`src/hdl/ilcr_pkg.sv`:
```
// Constants and types shared by the interrupt level configuration registers
package ilcr_pkg;

	// ----------------------------------------------------------------
	// Bus and field geometry
	// ----------------------------------------------------------------
	localparam int ILCR_ADDR_W   = 16;
	localparam int ILCR_DATA_W   = 32;
	localparam int ILCR_LEVEL_W  = 3;
	localparam int ILCR_NUM_SRC  = 6;

	// ----------------------------------------------------------------
	// Register byte offsets
	// ----------------------------------------------------------------
	localparam logic [15:0] ILCR_BANK_FIVE_OFFS = 16'hF624;
	localparam logic [15:0] ILCR_BANK_SIX_OFFS  = 16'hF628;

	// ----------------------------------------------------------------
	// Field positions (least significant bit of each level field)
	// ----------------------------------------------------------------
	localparam int ILCR_SRC27_LSB = 24;
	localparam int ILCR_SRC26_LSB = 16;
	localparam int ILCR_SRC11_LSB = 8;
	localparam int ILCR_SRC29_LSB = 24;
	localparam int ILCR_SRC28_LSB = 16;
	localparam int ILCR_SRC13_LSB = 8;

	// ----------------------------------------------------------------
	// Reset value and level encoding
	// ----------------------------------------------------------------
	localparam logic [2:0] ILCR_LEVEL_RESET    = 3'h0;
	localparam logic [2:0] ILCR_LEVEL_DISABLED = 3'h0;
	localparam logic [2:0] ILCR_LEVEL_MAX      = 3'h7;
	localparam logic [31:0] ILCR_RDATA_RESET   = 32'h0000_0000;

	// ----------------------------------------------------------------
	// Types
	// ----------------------------------------------------------------
	typedef logic [ILCR_LEVEL_W-1:0] ilcr_level_t;

	// Levels handed to the prioritisation logic
	typedef struct packed {
		ilcr_level_t priority_field_src29;
		ilcr_level_t priority_field_src28;
		ilcr_level_t priority_field_src27;
		ilcr_level_t priority_field_src26;
		ilcr_level_t priority_field_src13;
		ilcr_level_t priority_field_src11;
	} ilcr_levels_t;

	// One software access on the register port
	typedef struct packed {
		logic [ILCR_ADDR_W-1:0] addr;
		logic [ILCR_DATA_W-1:0] wdata;
		logic                   wr;
		logic                   rd;
	} ilcr_access_t;

endpackage

```
`src/hdl/ilcr_regs.sv`:
```
// Interrupt level configuration registers, banks five and six
//
// Overview of operation
// RULE_01: Level zero blocks a source; levels one to seven rank it.
// RULE_02: Bank five bits 26:24 hold source 27 level, read/write, reset zero.
// RULE_03: Bank five bits 18:16 hold source 26 level, read/write, reset zero.
// RULE_04: Bank five bits 10:8 hold source 11 level, read/write, reset zero.
// RULE_05: Bank six bits 26:24 hold source 29 level, read/write, reset zero.
// RULE_06: Bank six bits 18:16 hold source 28 level, read/write, reset zero.
// RULE_07: Bank six bits 10:8 hold source 13 level, read/write, reset zero.
// RULE_08: Reserved bits read zero; writes to them change no level field.
//
// The plain strobed port is this design's own decision.
`timescale 1ns/10ps
`default_nettype none

module ilcr_regs
	import ilcr_pkg::*;
#(
	parameter int ADDR_W = ILCR_ADDR_W,
	parameter int DATA_W = ILCR_DATA_W
)
(
	// Clock and reset
	input  wire logic              clock_in,
	input  wire logic              rst_n_in,
	// Register port
	input  wire logic [ADDR_W-1:0] addr_in,
	input  wire logic [DATA_W-1:0] wdata_in,
	input  wire logic              wr_in,
	input  wire logic              rd_in,
	output var  logic [DATA_W-1:0] rdata_out,
	// Levels to the prioritisation logic
	output var  ilcr_levels_t      levels_out,
	output var  logic [5:0]        src_active_out
);

	// ----------------------------------------------------------------
	// Helper functions
	// ----------------------------------------------------------------

	// True when the port address names the given register
	function automatic logic addr_hit(
		input logic [ADDR_W-1:0] addr,
		input logic [15:0]       offs
	);
		addr_hit = (addr == ADDR_W'(offs));
	endfunction

	// Pulls a level field out of a write word
	function automatic ilcr_level_t field_of(
		input logic [DATA_W-1:0] word,
		input int                lsb
	);
		field_of = word[lsb +: ILCR_LEVEL_W];
	endfunction

	// Places a level field into an otherwise zero read word
	function automatic logic [DATA_W-1:0] place(
		input ilcr_level_t level,
		input int          lsb
	);
		place = DATA_W'({29'h0000_0000, level}) << lsb;
	endfunction

	// ----------------------------------------------------------------
	// Address decode
	// ----------------------------------------------------------------

	// Register selects for the two banks
	wire logic sel_five;
	wire logic sel_six;
	wire logic wr_five;
	wire logic wr_six;
	wire logic rd_hit;

	assign sel_five = addr_hit(addr_in, ILCR_BANK_FIVE_OFFS);
	assign sel_six  = addr_hit(addr_in, ILCR_BANK_SIX_OFFS);
	assign wr_five  = wr_in & sel_five;
	assign wr_six   = wr_in & sel_six;
	assign rd_hit   = rd_in & (sel_five | sel_six);

	// ----------------------------------------------------------------
	// Write data split into level fields
	// ----------------------------------------------------------------

	// Only the level bit ranges are taken; reserved bits fall away
	wire ilcr_level_t wfield_src27;
	wire ilcr_level_t wfield_src26;
	wire ilcr_level_t wfield_src11;
	wire ilcr_level_t wfield_src29;
	wire ilcr_level_t wfield_src28;
	wire ilcr_level_t wfield_src13;

	assign wfield_src27 = field_of(wdata_in, ILCR_SRC27_LSB); // RULE_02
	assign wfield_src26 = field_of(wdata_in, ILCR_SRC26_LSB); // RULE_03
	assign wfield_src11 = field_of(wdata_in, ILCR_SRC11_LSB); // RULE_04
	assign wfield_src29 = field_of(wdata_in, ILCR_SRC29_LSB); // RULE_05
	assign wfield_src28 = field_of(wdata_in, ILCR_SRC28_LSB); // RULE_06
	assign wfield_src13 = field_of(wdata_in, ILCR_SRC13_LSB); // RULE_07

	// ----------------------------------------------------------------
	// Level field storage
	// ----------------------------------------------------------------

	ilcr_level_t level_src27;
	ilcr_level_t level_src26;
	ilcr_level_t level_src11;
	ilcr_level_t level_src29;
	ilcr_level_t level_src28;
	ilcr_level_t level_src13;
	logic [5:0]  active_vec;

	// Bank five, source 27 (second DMA controller channel 0)
	ilcr_level_field u_src27 (
		.clock_in   (clock_in),
		.rst_n_in   (rst_n_in),
		.wr_en_in   (wr_five),
		.level_in   (wfield_src27),
		.level_out  (level_src27),
		.active_out (active_vec[3])
	);

	// Bank five, source 26 (second PCI controller)
	ilcr_level_field u_src26 (
		.clock_in   (clock_in),
		.rst_n_in   (rst_n_in),
		.wr_en_in   (wr_five),
		.level_in   (wfield_src26),
		.level_out  (level_src26),
		.active_out (active_vec[2])
	);

	// Bank five, source 11 (first DMA controller channel 1)
	ilcr_level_field u_src11 (
		.clock_in   (clock_in),
		.rst_n_in   (rst_n_in),
		.wr_en_in   (wr_five),
		.level_in   (wfield_src11),
		.level_out  (level_src11),
		.active_out (active_vec[0])
	);

	// Bank six, source 29 (second DMA controller channel 2)
	ilcr_level_field u_src29 (
		.clock_in   (clock_in),
		.rst_n_in   (rst_n_in),
		.wr_en_in   (wr_six),
		.level_in   (wfield_src29),
		.level_out  (level_src29),
		.active_out (active_vec[5])
	);

	// Bank six, source 28 (second DMA controller channel 1)
	ilcr_level_field u_src28 (
		.clock_in   (clock_in),
		.rst_n_in   (rst_n_in),
		.wr_en_in   (wr_six),
		.level_in   (wfield_src28),
		.level_out  (level_src28),
		.active_out (active_vec[4])
	);

	// Bank six, source 13 (first DMA controller channel 3)
	ilcr_level_field u_src13 (
		.clock_in   (clock_in),
		.rst_n_in   (rst_n_in),
		.wr_en_in   (wr_six),
		.level_in   (wfield_src13),
		.level_out  (level_src13),
		.active_out (active_vec[1])
	);

	// ----------------------------------------------------------------
	// Read path
	// ----------------------------------------------------------------

	// Assembled bank images; every bit outside a level field is zero
	wire logic [DATA_W-1:0] image_five;
	wire logic [DATA_W-1:0] image_six;
	wire logic [DATA_W-1:0] rdata_sel;
	logic [DATA_W-1:0]      rdata_reg;
	wire logic [DATA_W-1:0] rdata_next;

	assign image_five = place(level_src27, ILCR_SRC27_LSB)  // RULE_02
		| place(level_src26, ILCR_SRC26_LSB)             // RULE_03
		| place(level_src11, ILCR_SRC11_LSB);            // RULE_04
	assign image_six  = place(level_src29, ILCR_SRC29_LSB)  // RULE_05
		| place(level_src28, ILCR_SRC28_LSB)             // RULE_06
		| place(level_src13, ILCR_SRC13_LSB);            // RULE_07

	// Unmapped addresses read as zero
	assign rdata_sel  = sel_five ? image_five // RULE_08
		: (sel_six ? image_six : ILCR_RDATA_RESET);
	// Data stand only in the cycle after the read strobe
	assign rdata_next = rd_hit ? rdata_sel : ILCR_RDATA_RESET;

	// Read data register
	always_ff @(posedge clock_in or negedge rst_n_in) begin
		if (!rst_n_in) begin
			rdata_reg <= ILCR_RDATA_RESET;
		end else begin
			rdata_reg <= rdata_next;
		end
	end

	// ----------------------------------------------------------------
	// Outputs, each straight from a flip-flop
	// ----------------------------------------------------------------

	assign rdata_out                       = rdata_reg;
	assign levels_out.priority_field_src29 = level_src29;
	assign levels_out.priority_field_src28 = level_src28;
	assign levels_out.priority_field_src27 = level_src27;
	assign levels_out.priority_field_src26 = level_src26;
	assign levels_out.priority_field_src13 = level_src13;
	assign levels_out.priority_field_src11 = level_src11;
	assign src_active_out                  = active_vec; // RULE_01

endmodule // ilcr_regs

`default_nettype wire

```
`src/hdl/ilcr_level_field.sv`:
```
// One 3-bit priority level field with its registered enable flag
`timescale 1ns/10ps
`default_nettype none

module ilcr_level_field
	import ilcr_pkg::*;
(
	// Clock and reset
	input  wire logic        clock_in,
	input  wire logic        rst_n_in,
	// Write side
	input  wire logic        wr_en_in,
	input  wire ilcr_level_t level_in,
	// Level side
	output var  ilcr_level_t level_out,
	output var  logic        active_out
);

	ilcr_level_t level_reg;
	logic        active_reg;
	wire logic   active_next;

	// A level of zero keeps the source silent; one to seven rank it
	assign active_next = (level_in != ILCR_LEVEL_DISABLED); // RULE_01

	// Level storage; the enable flag follows the same write
	always_ff @(posedge clock_in or negedge rst_n_in) begin
		if (!rst_n_in) begin
			level_reg  <= ILCR_LEVEL_RESET;
			active_reg <= 1'b0;
		end else if (wr_en_in) begin
			level_reg  <= level_in;
			active_reg <= active_next; // RULE_01
		end
	end

	assign level_out  = level_reg;
	assign active_out = active_reg;

endmodule // ilcr_level_field

`default_nettype wire

```
`config.mk`:
```
export PLATFORM = sky130hd
export DESIGN_NAME = ilcr_regs
export DESIGN_NICKNAME = d
export VERILOG_FILES = /design/src/hdl/ilcr_pkg.sv /design/src/hdl/ilcr_regs.sv /design/src/hdl/ilcr_level_field.sv
export SDC_FILE = /design/constraint.sdc
export NUM_CORES = 1
export LEC_CHECK = 0
export ABC_CLOCK_PERIOD_IN_PS = 1200
export BUFFER_PORTS_ARGS = -buffer_cell sky130_fd_sc_hd__buf_4
export CAP_MARGIN = 25
export CORE_MARGIN = 2
export CORE_UTILIZATION = 43
export DETAILED_ROUTE_END_ITERATION = 16
export PLACE_DENSITY_LB_ADDON = 0.2
export SKIP_LAST_GASP = 1
export SLEW_MARGIN = 20
export SYNTH_ARGS = -nofsm -noshare
export SYNTH_HDL_FRONTEND = slang
export SYNTH_HIERARCHICAL = 1
export SYNTH_SLANG_ARGS = --single-unit
```
`constraint.sdc`:
```
create_clock -name clock_in -period 1.2 [get_ports clock_in]
set_input_delay 0.24 -clock clock_in [delete_from_list [all_inputs] [get_ports clock_in]]
set_output_delay 0.24 -clock clock_in [all_outputs]
set_load 0.02 [all_outputs]
```
==> results.py, run 1 <==
metrics = {
    "outcome": {
        "status": "finished, violations left",
        "failed_checks": "negative setup slack",
    },
    "yosys": {
        "ys_ff_latch": 33,
        "syn_area_per_cell_um2": 12.1,
        "ys_types": 17,
        "synthArstFlopShare_pct": 100,
        "synth_area_mm2": 0.00150,
        "seq_area_frac_synth_pct": 55.0,
        "yosysWarningCount": 6,
        "synthCells": 124,
        "synth_edf_count": 0,
        "synth-main-ff-cell": "dfrtp_1",
    },
    "global_route": {
        "grt_first_pass_wirelength_mm": 5.49,
        "gr-total-overflow": 0,
        "grt_pass1_vias": 1130,
        "antenna_found_initial": 0,
        "grt_max_degree": 34,
        "grt_usage_pct": 18.3,
    },
    "sta": {
        "relSlewSlack_pct": 50.4,
        "finalCritPeriodShare_pct": 117,
        "finClkSkew_ns": 0.0109,
        "rsz0062_at_grt": "true",
        "hold_violations": 0,
        "tns_ns": -3.48,
        "max_freq_mhz": 712,
        "worst_pin_slew_ns": 0.742,
        "slew_violations": 0,
        "setup_violations": 24,
        "setup_slack_ns": -0.204,
        "period_needed_ns": 1.40,
    },
    "pwr": {
        "pwr_density_cell_mw_per_mm2": 964,
        "ir_drop_mv": 0.718,
        "leakagePower_nw": 1.19,
        "design_power_total_mw": 2.20,
        "p_int_mw": 1.69,
        "clockPowerShare_pct": 39.4,
        "power_switching_mw": 0.505,
        "combinationalPowerShare_pct": 9.9,
        "power_frac_seq_pct": 50.6,
        "swShare_pct": 23.0,
    },
    "floorplan": {
        "die_y_um": 63.1,
        "die_area_mm2": 0.00398,
        "die_w_um": 63.1,
        "initial_core_util_pct": 45.0,
        "core_mm2": 0.00334,
        "rows": 21,
        "ios": 108,
    },
    "placement": {
        "portBuffers": 61,
        "place_congestion": 0.783,
        "dp_hpwl_mm": 2.48,
        "dpl_worst_slack_ns": -0.591,
    },
    "route": {
        "drc": 0,
        "routed_via_density": 4.76,
        "routedWlPerCell_um": 14.1,
        "num_vias": 1214,
        "drtIter0Drc": 26,
        "dr.pass1.iters": 4,
        "wl_mm": 3.61,
        "drt.antenna.violating_nets": 0,
    },
    "setup_path": {
        "worst_setup_path_start_kind": "input pin",
        "crit_chain": "buf_6 -> nor4b_4 -> nand4_1 -> buf_6 -> nor3b_4 -> buf_6 -> mux2_4",
        "critPathKind": "input pin to flop",
        "cp_top_family": "simple AND/OR/NAND/NOR gates",
        "required_ns": 1.44,
        "path_max_fanout": 5,
        "max_stage_delay_ns": 0.31,
        "cp_common_cell": "buf_6",
        "critPathArrivalTime_ns": 1.64,
        "critPathCaptureType": "flop",
        "crit_buf_inv": 3,
        "cp_slowest_cell": "mux2_4",
    },
    "clocking": {
        "clock-sinks": 33,
        "path_clk_slew_ns": 0.11,
        "numCtsBuffers": 5,
        "htreeDepth": 2,
        "cts_tree": "built",
        "cts_root_buf": "clkbuf_4",
        "clock_latency_ns": 0.34,
        "cts.path.max_buffers": 2,
    },
    "finish": {
        "final_util_pct": 68.3,
        "diodes": 0,
        "drive_gt1_share_pct": 54.1,
        "finalNetCount": 260,
        "area_growth_pct": 51.6,
    },
    "run": {
        "cap_violations": 0,
    },
    "hold_path": {
        "hp-class": "input pin to flop",
    },
}
## layer usage
metal  GRT usage [%]  share of wire, %  up-vias  wire, um
li1                -                 -      561         -
met1            21.8                42      576      1500
met2            29.3                48       67      1730
met3            5.36               7.4       10       266
met4            11.1               2.9        0       106
met5               0                 0        -         0
## flip-flops by register name, indices dropped and copies added, names as in the netlist, 3 cells and up
name	flops
rdata_out	9
u_src13/level_out	3
u_src26/level_out	3
u_src11/level_out	3
u_src28/level_out	3
u_src27/level_out	3
u_src29/level_out	3
## metrics by stage
| stage | cell area (um^2) | hold slack (ns) | cells |
|---|---|---|---|
| final | 2280 | 0.148 | 255 |
| after global routing | 2280 | 0.142 | 255 |
| after CTS | 2150 | 0.133 | 246 |
| after detailed placement | 2020 | 0.206 | 236 |
| after global placement | 2020 | 0.197 | 236 |
| after floorplan | 1610 | -0.0556 | 146 |
## worst register-to-register path, cell delays in order, from the launching register on
cell and delay [ns]:
dfrtp_1 0.43, buf_4 0.15, mux2_4 0.26
## synthesized netlist by cell type (2+ instances only)
| cell type | number | area [um^2] |
|---|---|---|
| nor2b_1 | 2 | 12.5 |
| nor2_1 | 15 | 56.3 |
| a21oi_1 | 6 | 30.0 |
| buf_4 | 23 | 173 |
| a22oi_1 | 9 | 67.6 |
| mux2_2 | 18 | 203 |
| dfrtp_1 | 33 | 826 |
| nor3b_1 | 4 | 30.0 |
| nor3_1 | 6 | 30.0 |
## repair_timing
| action | CTS | global route |
|---|---|---|
| pin swaps | 0 | 4 |
| hold buffers | 1 | 0 |
| resized for setup | 8 | 17 |
| endpoints found under the hold margin | 33 | 0 |
| buffers inserted | 1 | 9 |
| setup endpoints to repair | 23 | 31 |
## layout by cell type (no fill, tap or decap)
master / Yosys / routed
clkbuf_8: 0 / 1
nor2_2: 0 / 1
nor3b_1: 4 / 2
clkbuf_4: 0 / 5
nor2_1: 15 / 13
buf_4: 23 / 67
mux2_4: 0 / 9
nor3b_4: 0 / 2
nor2_4: 0 / 1
dfrtp_1: 33 / 33
a21oi_2: 0 / 2
a21oi_1: 6 / 4
nor2b_1: 2 / 2
nor3_1: 6 / 6
dlygate4sd3_1: 0 / 1
clkbuf_1: 1 / 1
nand4_2: 1 / 1
nand4_1: 1 / 1
nor4b_4: 1 / 1
and4bb_2: 1 / 1
buf_12: 0 / 1
a22oi_1: 9 / 9
and4_1: 1 / 1
mux2_2: 18 / 9
buf_6: 0 / 11
bufinv_16: 0 / 1
conb_1: 1 / 23
## cell families (layout without fill, tap and decap cells)
logic type      Yosys count  in the layout  synth area share (%)
other cells               1             23                 0.250
flops                    33             33                  55.0
buf+inv                  25             88                  12.0
simple gates             32             32                  12.8
mux                      18             18                  13.5
compound gates           15             15                  6.49
## power by group through the flow
stage               Sequential (mW)  Combinational [mW]  Clock (mW)
floorplan                      1.13               0.147           0
global placement               1.13               0.205           0
detailed placement             1.13               0.209           0
CTS                            1.11               0.216       0.893
global route                   1.11               0.235       0.932
finish                         1.11               0.218       0.866
## layout make-up
| class | count | area [um^2] |
|---|---|---|
| Clock inverter | 1 | 30.0 |
| Sequential cell | 33 | 826 |
| Timing Repair Buffer | 80 | 657 |
| Multi-Input combinational cell | 88 | 653 |
| Fill cell | 265 | 1060 |
| Tap cell | 46 | 57.6 |
| Clock buffer | 7 | 55.1 |
## path summary, 6_finish.rpt
path	from	depth (start not counted)	slack [ns]	to
max	addr_in[7]	7	-0.20	u_src26/level_out[1]$_DFFE_PN0P_
min	wdata_in[9]	2	0.15	u_src11/level_out[1]$_DFFE_PN0P_
max reg2reg	u_src11/level_out[1]$_DFFE_PN0P_	2	0.26	u_src11/level_out[1]$_DFFE_PN0P_
min reg2reg	u_src13/active_out$_DFFE_PN0P_	2	0.54	u_src13/active_out$_DFFE_PN0P_
max in group asynchronous	rst_n_in	2	0.52	rdata_out[8]$_DFF_PN0_
min in group asynchronous	rst_n_in	2	0.38	u_src26/level_out[2]$_DFFE_PN0P_
Power figures use the tool's default switching activity.
==> inputs of run 2 (changes only) <==
- ABC_AREA: unset -> 1
- CORE_UTILIZATION: 43 -> 45
==> run 2 against run 1 <==
- the run now ends clean
- worst hold slack better by 0.048 ns
- setup slack better by 0.27 ns
- area after synthesis is 12% higher
- clock power shrank 7.4%
- maximum frequency rose by 24%
- non-clock buffer count fell by 3
- cell count up 33%
- via count grew 20%
- die area up 6.9%
==> results.py, run 2 <==
metrics = {
    "setup_path": {
        "critPathKind": "input pin to flop",
        "path_max_fanout": 5,
        "regToRegEndpoint": "rdata_out[18]$_DFF_PN0_",
        "reg2reg_slack_ns": 0.43,
        "r2r.worst_path.cells": 4,
        "critPathArrivalTime_ns": 1.29,
        "r2r-start": "u_src26/level_out[2]$_DFFE_PN0P_",
        "critPathCaptureType": "flop",
        "required_ns": 1.35,
        "worst_setup_path_start_kind": "input pin",
    },
    "yosys": {
        "synth_top_cell_by_area": "dfrtp_1",
        "yosys-top-cells-area": "dfrtp_1 49%, nand2_1 11%, buf_4 11%",
        "ys_types": 14,
        "synth-main-ff-cell": "dfrtp_1",
        "synth_top_area_share_pct": 48.9,
        "synthArstFlopShare_pct": 100,
        "synth_common_cells": "51 x nand2_1, 33 x dfrtp_1, 30 x nor2_1",
        "syn_area_per_cell_um2": 8.04,
        "ys_ff_latch": 33,
        "synthCells": 210,
        "seq_area_frac_synth_pct": 48.9,
        "yosysMostFrequentCell": "nand2_1",
        "synth_edf_count": 0,
        "yosysWarningCount": 6,
        "synth_area_mm2": 0.00169,
    },
    "clocking": {
        "numCtsBuffers": 5,
        "clock-sinks": 33,
        "cts_tree": "built",
        "cts.path.max_buffers": 2,
        "path_clk_slew_ns": 0.06,
        "htreeDepth": 2,
        "cts_root_buf": "clkbuf_8",
        "clock_latency_ns": 0.27,
    },
    "sta": {
        "setup_violations": 0,
        "hold_violations": 0,
        "tns_ns": 0,
        "finalCritPeriodShare_pct": 94.7,
        "period_needed_ns": 1.14,
        "max_freq_mhz": 880,
        "slew_violations": 0,
        "finClkSkew_ns": 0.00428,
    },
    "hold_path": {
        "hp-start": "wdata_in[16]",
        "min_path_cells": 3,
        "hold_path_end": "u_src28/level_out[0]$_DFFE_PN0P_",
        "hp-class": "input pin to flop",
    },
    "global_route": {
        "antenna_found_initial": 0,
        "grt_first_pass_wirelength_mm": 5.47,
        "gr-total-overflow": 0,
        "grt_max_degree": 34,
        "grt_usage_pct": 16.7,
        "grt_pass1_vias": 1241,
    },
    "placement": {
        "portBuffers": 61,
        "dp_hpwl_mm": 2.62,
        "place_congestion": 0.817,
        "dp.cells": 328,
    },
    "finish": {
        "area_growth_pct": 43.7,
        "mostFrequentLayoutCell": "buf_4",
        "instances_no_fill": 340,
        "layout_common_cells": "71 x buf_4, 51 x nand2_1, 33 x dfrtp_1",
        "drive_gt1_share_pct": 41.4,
        "diodes": 0,
        "final_util_pct": 66.7,
        "largest_reg_flops": 9,
        "finalNetCount": 344,
    },
    "route": {
        "num_vias": 1460,
        "drt.antenna.violating_nets": 0,
        "wl_mm": 3.49,
        "drc": 0,
        "drtIter0Drc": 38,
        "dr.pass1.iters": 5,
        "routed_via_density": 4.29,
        "routedWlPerCell_um": 10.3,
    },
    "floorplan": {
        "die_w_um": 65.2,
        "die_y_um": 65.2,
        "core_mm2": 0.00363,
        "rows": 22,
        "initial_core_util_pct": 46.5,
        "die_area_mm2": 0.00426,
        "ios": 108,
    },
    "outcome": {
        "status": "finished clean",
    },
    "pwr": {
        "ir_drop_mv": 0.755,
        "pwr_density_cell_mw_per_mm2": 879,
        "leakagePower_nw": 1.34,
    },
    "run": {
        "cap_violations": 0,
    },
}
-- run 2: cell types whose count changed in the layout (fill, tap and decap cells not counted), sizes merged, moves of 2 or more --
cell	change
mux2	-18
nor2	+35
nor3	-6
nand2	+56
nor3b	-4
nor2b	-2
a22oi	-9
nand3	+19
inv	+21
buf	-3
nand4	-2
-- run 2: worst max-delay path, cell delays in order --
cell,delay (ns)
buf_4,0.12
nor2_4,0.10
nand3_2,0.08
nor2_4,0.15
nand2_4,0.08
nor2_4,0.24
inv_2,0.10
nor2_4,0.10
a21oi_1,0.07
-- run 2: how the worst max path moves through the flow --
stage,endpoint,cells past startpoint,from
after floorplan,u_src26/active_out$_DFFE_PN0P_,9,addr_in[5]
after global placement,u_src13/active_out$_DFFE_PN0P_,10,addr_in[8]
after detailed placement,u_src27/active_out$_DFFE_PN0P_,10,addr_in[8]
after CTS,u_src13/active_out$_DFFE_PN0P_,10,addr_in[8]
after global routing,u_src13/active_out$_DFFE_PN0P_,12,addr_in[14]
final,u_src27/active_out$_DFFE_PN0P_,9,addr_in[1]
-- run 2: cell type report --
class / instances / area (um^2)
Fill cell: 333 / 1210
Multi-Input combinational cell: 154 / 758
Inverter: 21 / 86.3
Timing Repair Buffer: 77 / 608
Clock buffer: 7 / 86.3
Tap cell: 48 / 60.1
Sequential cell: 33 / 826
-- run 2: metal layers --
layer  wire [um]  part of all wire, %  track usage, %  up-vias
li1            -                    -               -      761
met1        1550                   44            22.1      643
met2        1690                   48            27.0       54
met3         225                  6.4            4.62        2
met4          33                 0.94            4.69        0
met5           0                    0               0        -
-- run 2: repair_timing --
action	in CTS	in global routing
hold endpoints to repair	33	0
hold buffers	1	0
buffers inserted	0	3
resized for setup	0	9
setup endpoints to repair	0	14
-- run 2: kinds of logic after synthesis --
logic type             after synthesis  share of synthesized area, %
AO/OA/AOI/OAI                        6                          1.78
AND/OR/NAND/NOR                    124                          33.4
flip-flops                          33                          48.9
other                                1                         0.222
buffers and inverters               46                          15.6
-- run 2: stage by stage --
stage / power, mW / worst slack, ns / cell area (um^2) / hold slack [ns]
after floorplan: 1.29 / -0.129 / 1830 / -0.0556
after global placement: 1.34 / -0.254 / 2250 / 0.193
after detailed placement: 1.34 / -0.258 / 2250 / 0.199
after CTS: 2.15 / 0.00170 / 2350 / 0.194
after global routing: 2.24 / -0.00343 / 2420 / 0.192
final: 2.13 / 0.0641 / 2420 / 0.196
-- run 2: power by group --
group          switching (mW)  leakage [nW]  total, mW  internal (mW)
Combinational           0.140         0.835      0.217         0.0768
Clock                   0.348        0.0443      0.802          0.454
Sequential           0.000340         0.461       1.11           1.11
Total                   0.488          1.34       2.13           1.64
==> inputs of run 3 (changes only) <==
- ABC_AREA: 1 -> 0
- CORE_UTILIZATION: 45 -> 43
- PLACE_DENSITY: unset -> 0.84
- PLACE_DENSITY_LB_ADDON: 0.2 -> unset
==> run 3 against run 2 <==
- the flow now finishes with violations (negative setup slack)
- largest cell class unchanged
- worst hold slack got worse by 0.046 ns
- count of clock-buffer cells in the layout unchanged
- highest routed layer unchanged
- non-clock buffer count fell by 4
- clock skew is 0.013 ns higher
- first-iteration DRC count increased by 2.6%
- setup slack lost 0.31 ns
- global-route usage increased by 1.5 points
- utilization down 2.0 points
- cell count is 27% lower
- largest power group unchanged
- total power up 3.3%
- routed wire length decreased by 4.3%
- sequential power about the same
==> results.py, run 3 (synthesis gave the netlist of run 1 again) <==
metrics = {
    "pwr": {
        "clockPowerShare_pct": 39.9,
        "ir_drop_mv": 0.616,
        "pwr_density_cell_mw_per_mm2": 1020,
        "combinationalPowerShare_pct": 9.6,
        "swShare_pct": 23.4,
        "power_switching_mw": 0.515,
        "p_int_mw": 1.69,
        "power_frac_seq_pct": 50.5,
        "leakagePower_nw": 1.14,
    },
    "sta": {
        "finClkSkew_ns": 0.0169,
        "rsz0062_at_grt": "true",
        "period_needed_ns": 1.44,
        "tns_ns": -4.31,
        "hold_violations": 0,
        "setup_slack_ns": -0.241,
        "max_freq_mhz": 694,
        "hold_slack_ns": 0.150,
        "worst_pin_slew_ns": 0.738,
        "slew_violations": 0,
        "setup_violations": 24,
        "finalCritPeriodShare_pct": 120,
        "relSlewSlack_pct": 50.7,
    },
    "finish": {
        "largest_reg_flops": 9,
        "fin_area_mm2": 0.00216,
        "mostFrequentLayoutCell": "buf_4",
        "drive_gt1_share_pct": 50.5,
        "diodes": 0,
        "finalNetCount": 253,
        "area_growth_pct": 43.8,
        "layout_common_cells": "66 x buf_4, 33 x dfrtp_1, 23 x conb_1",
    },
    "outcome": {
        "status": "finished, violations left",
        "failed_checks": "negative setup slack",
    },
    "placement": {
        "dp_hpwl_mm": 2.38,
        "portBuffers": 61,
        "place_congestion": 0.712,
        "postPlaceCellArea_mm2": 0.00201,
    },
    "clocking": {
        "numCtsBuffers": 5,
        "cts_root_buf": "clkbuf_4",
        "cts_tree": "built",
        "cts.path.max_buffers": 2,
        "clock-sinks": 33,
        "htreeDepth": 2,
        "path_clk_slew_ns": 0.11,
        "clock_latency_ns": 0.34,
    },
    "route": {
        "drc": 0,
        "drt.antenna.violating_nets": 0,
        "drtIter0Drc": 39,
        "routed_via_density": 4.71,
        "wl_mm": 3.35,
        "routedWlPerCell_um": 13.5,
        "num_vias": 1167,
        "dr.pass1.iters": 4,
    },
    "global_route": {
        "gr-total-overflow": 0,
        "grt_first_pass_wirelength_mm": 5.47,
        "grt_usage_pct": 18.2,
        "grt_pass1_vias": 1108,
        "grt_max_degree": 34,
        "antenna_found_initial": 0,
    },
    "floorplan": {
        "die_y_um": 63.1,
        "die_area_mm2": 0.00398,
        "die_w_um": 63.1,
        "rows": 21,
        "ios": 108,
        "core_mm2": 0.00334,
        "initial_core_util_pct": 45.0,
    },
    "setup_path": {
        "path_max_fanout": 14,
        "required_ns": 1.42,
        "critPathCaptureType": "flop",
        "critPathKind": "input pin to flop",
        "critPathArrivalTime_ns": 1.66,
        "worst_setup_path_start_kind": "input pin",
    },
    "run": {
        "cap_violations": 0,
    },
    "hold_path": {
        "hp-class": "input pin to flop",
    },
}
run 3: cell count changes in the layout (fill, tap and decap cells not counted), sizes merged, moves of 2 or more:
| cell | before | now |
|---|---|---|
| nor3b | 0 | 4 |
| nand3 | 19 | 0 |
| nor3 | 0 | 6 |
| inv | 21 | 0 |
| mux2 | 0 | 18 |
| buf | 76 | 72 |
| nand2 | 56 | 0 |
| nand4 | 0 | 2 |
| nor2 | 50 | 15 |
| nor2b | 0 | 2 |
| a22oi | 0 | 9 |
run 3: metrics by stage:
step | std cells | util [%] | total power [mW] | worst slack (ns)
after floorplan | 146 | - | 1.28 | -0.568
after global placement | 233 | 60.1 | 1.34 | -0.564
after detailed placement | 233 | 60.1 | 1.34 | -0.612
after CTS | 245 | 63.6 | 2.21 | -0.247
after global routing | 248 | 64.8 | 2.28 | -0.290
final | 248 | 64.8 | 2.20 | -0.241
run 3: critical path: stages:
cell and delay, ns:
buf_4 0.12, nor4b_4 0.28, nand4_1 0.24, nor3b_4 0.27, buf_12 0.17, mux2_2 0.34
run 3: per-layer routing:
layer  wire length, um  up-vias  global-route usage (%)
met3               215        6                    5.00
met2              1730       49                    31.3
met4                59        0                    7.50
met5                 0        -                       0
met1              1340      572                    21.4
li1                  -      540                       -
run 3: power by group through the flow:
stage | combinational, mW | sequential [mW] | clock, mW
after floorplan | 0.147 | 1.13 | 0
after global placement | 0.206 | 1.13 | 0
after detailed placement | 0.208 | 1.13 | 0
after CTS | 0.211 | 1.11 | 0.889
after global routing | 0.229 | 1.11 | 0.942
final | 0.210 | 1.11 | 0.880
run 3: final cells by class:
cell class                      instances  area (um^2)
Clock buffer                            7         55.1
Clock inverter                          1         30.0
Fill cell                             268         1180
Multi-Input combinational cell         88          602
Sequential cell                        33          826
Tap cell                               46         57.6
Timing Repair Buffer                   73          591
run 3: final timing paths:
kind                                             startpoint  slack [ns]                                to  depth (start not counted)
max                                              addr_in[4]       -0.24  u_src13/level_out[1]$_DFFE_PN0P_                          6
min                                            wdata_in[24]        0.15  u_src29/level_out[0]$_DFFE_PN0P_                          2
max reg2reg                u_src26/level_out[0]$_DFFE_PN0P_        0.31  u_src26/level_out[0]$_DFFE_PN0P_                          2
min reg2reg                  u_src26/active_out$_DFFE_PN0P_        0.55    u_src26/active_out$_DFFE_PN0P_                          2
max in group asynchronous                          rst_n_in        0.53  u_src13/level_out[1]$_DFFE_PN0P_                          2
min in group asynchronous                          rst_n_in        0.37    u_src27/active_out$_DFFE_PN0P_                          2
run 3: repair_timing:
item,in CTS,in global routing
setup endpoints to repair,24,31
endpoints found under the hold margin,33,0
hold buffers,1,0
setup buffers,3,3
resized for setup,0,4
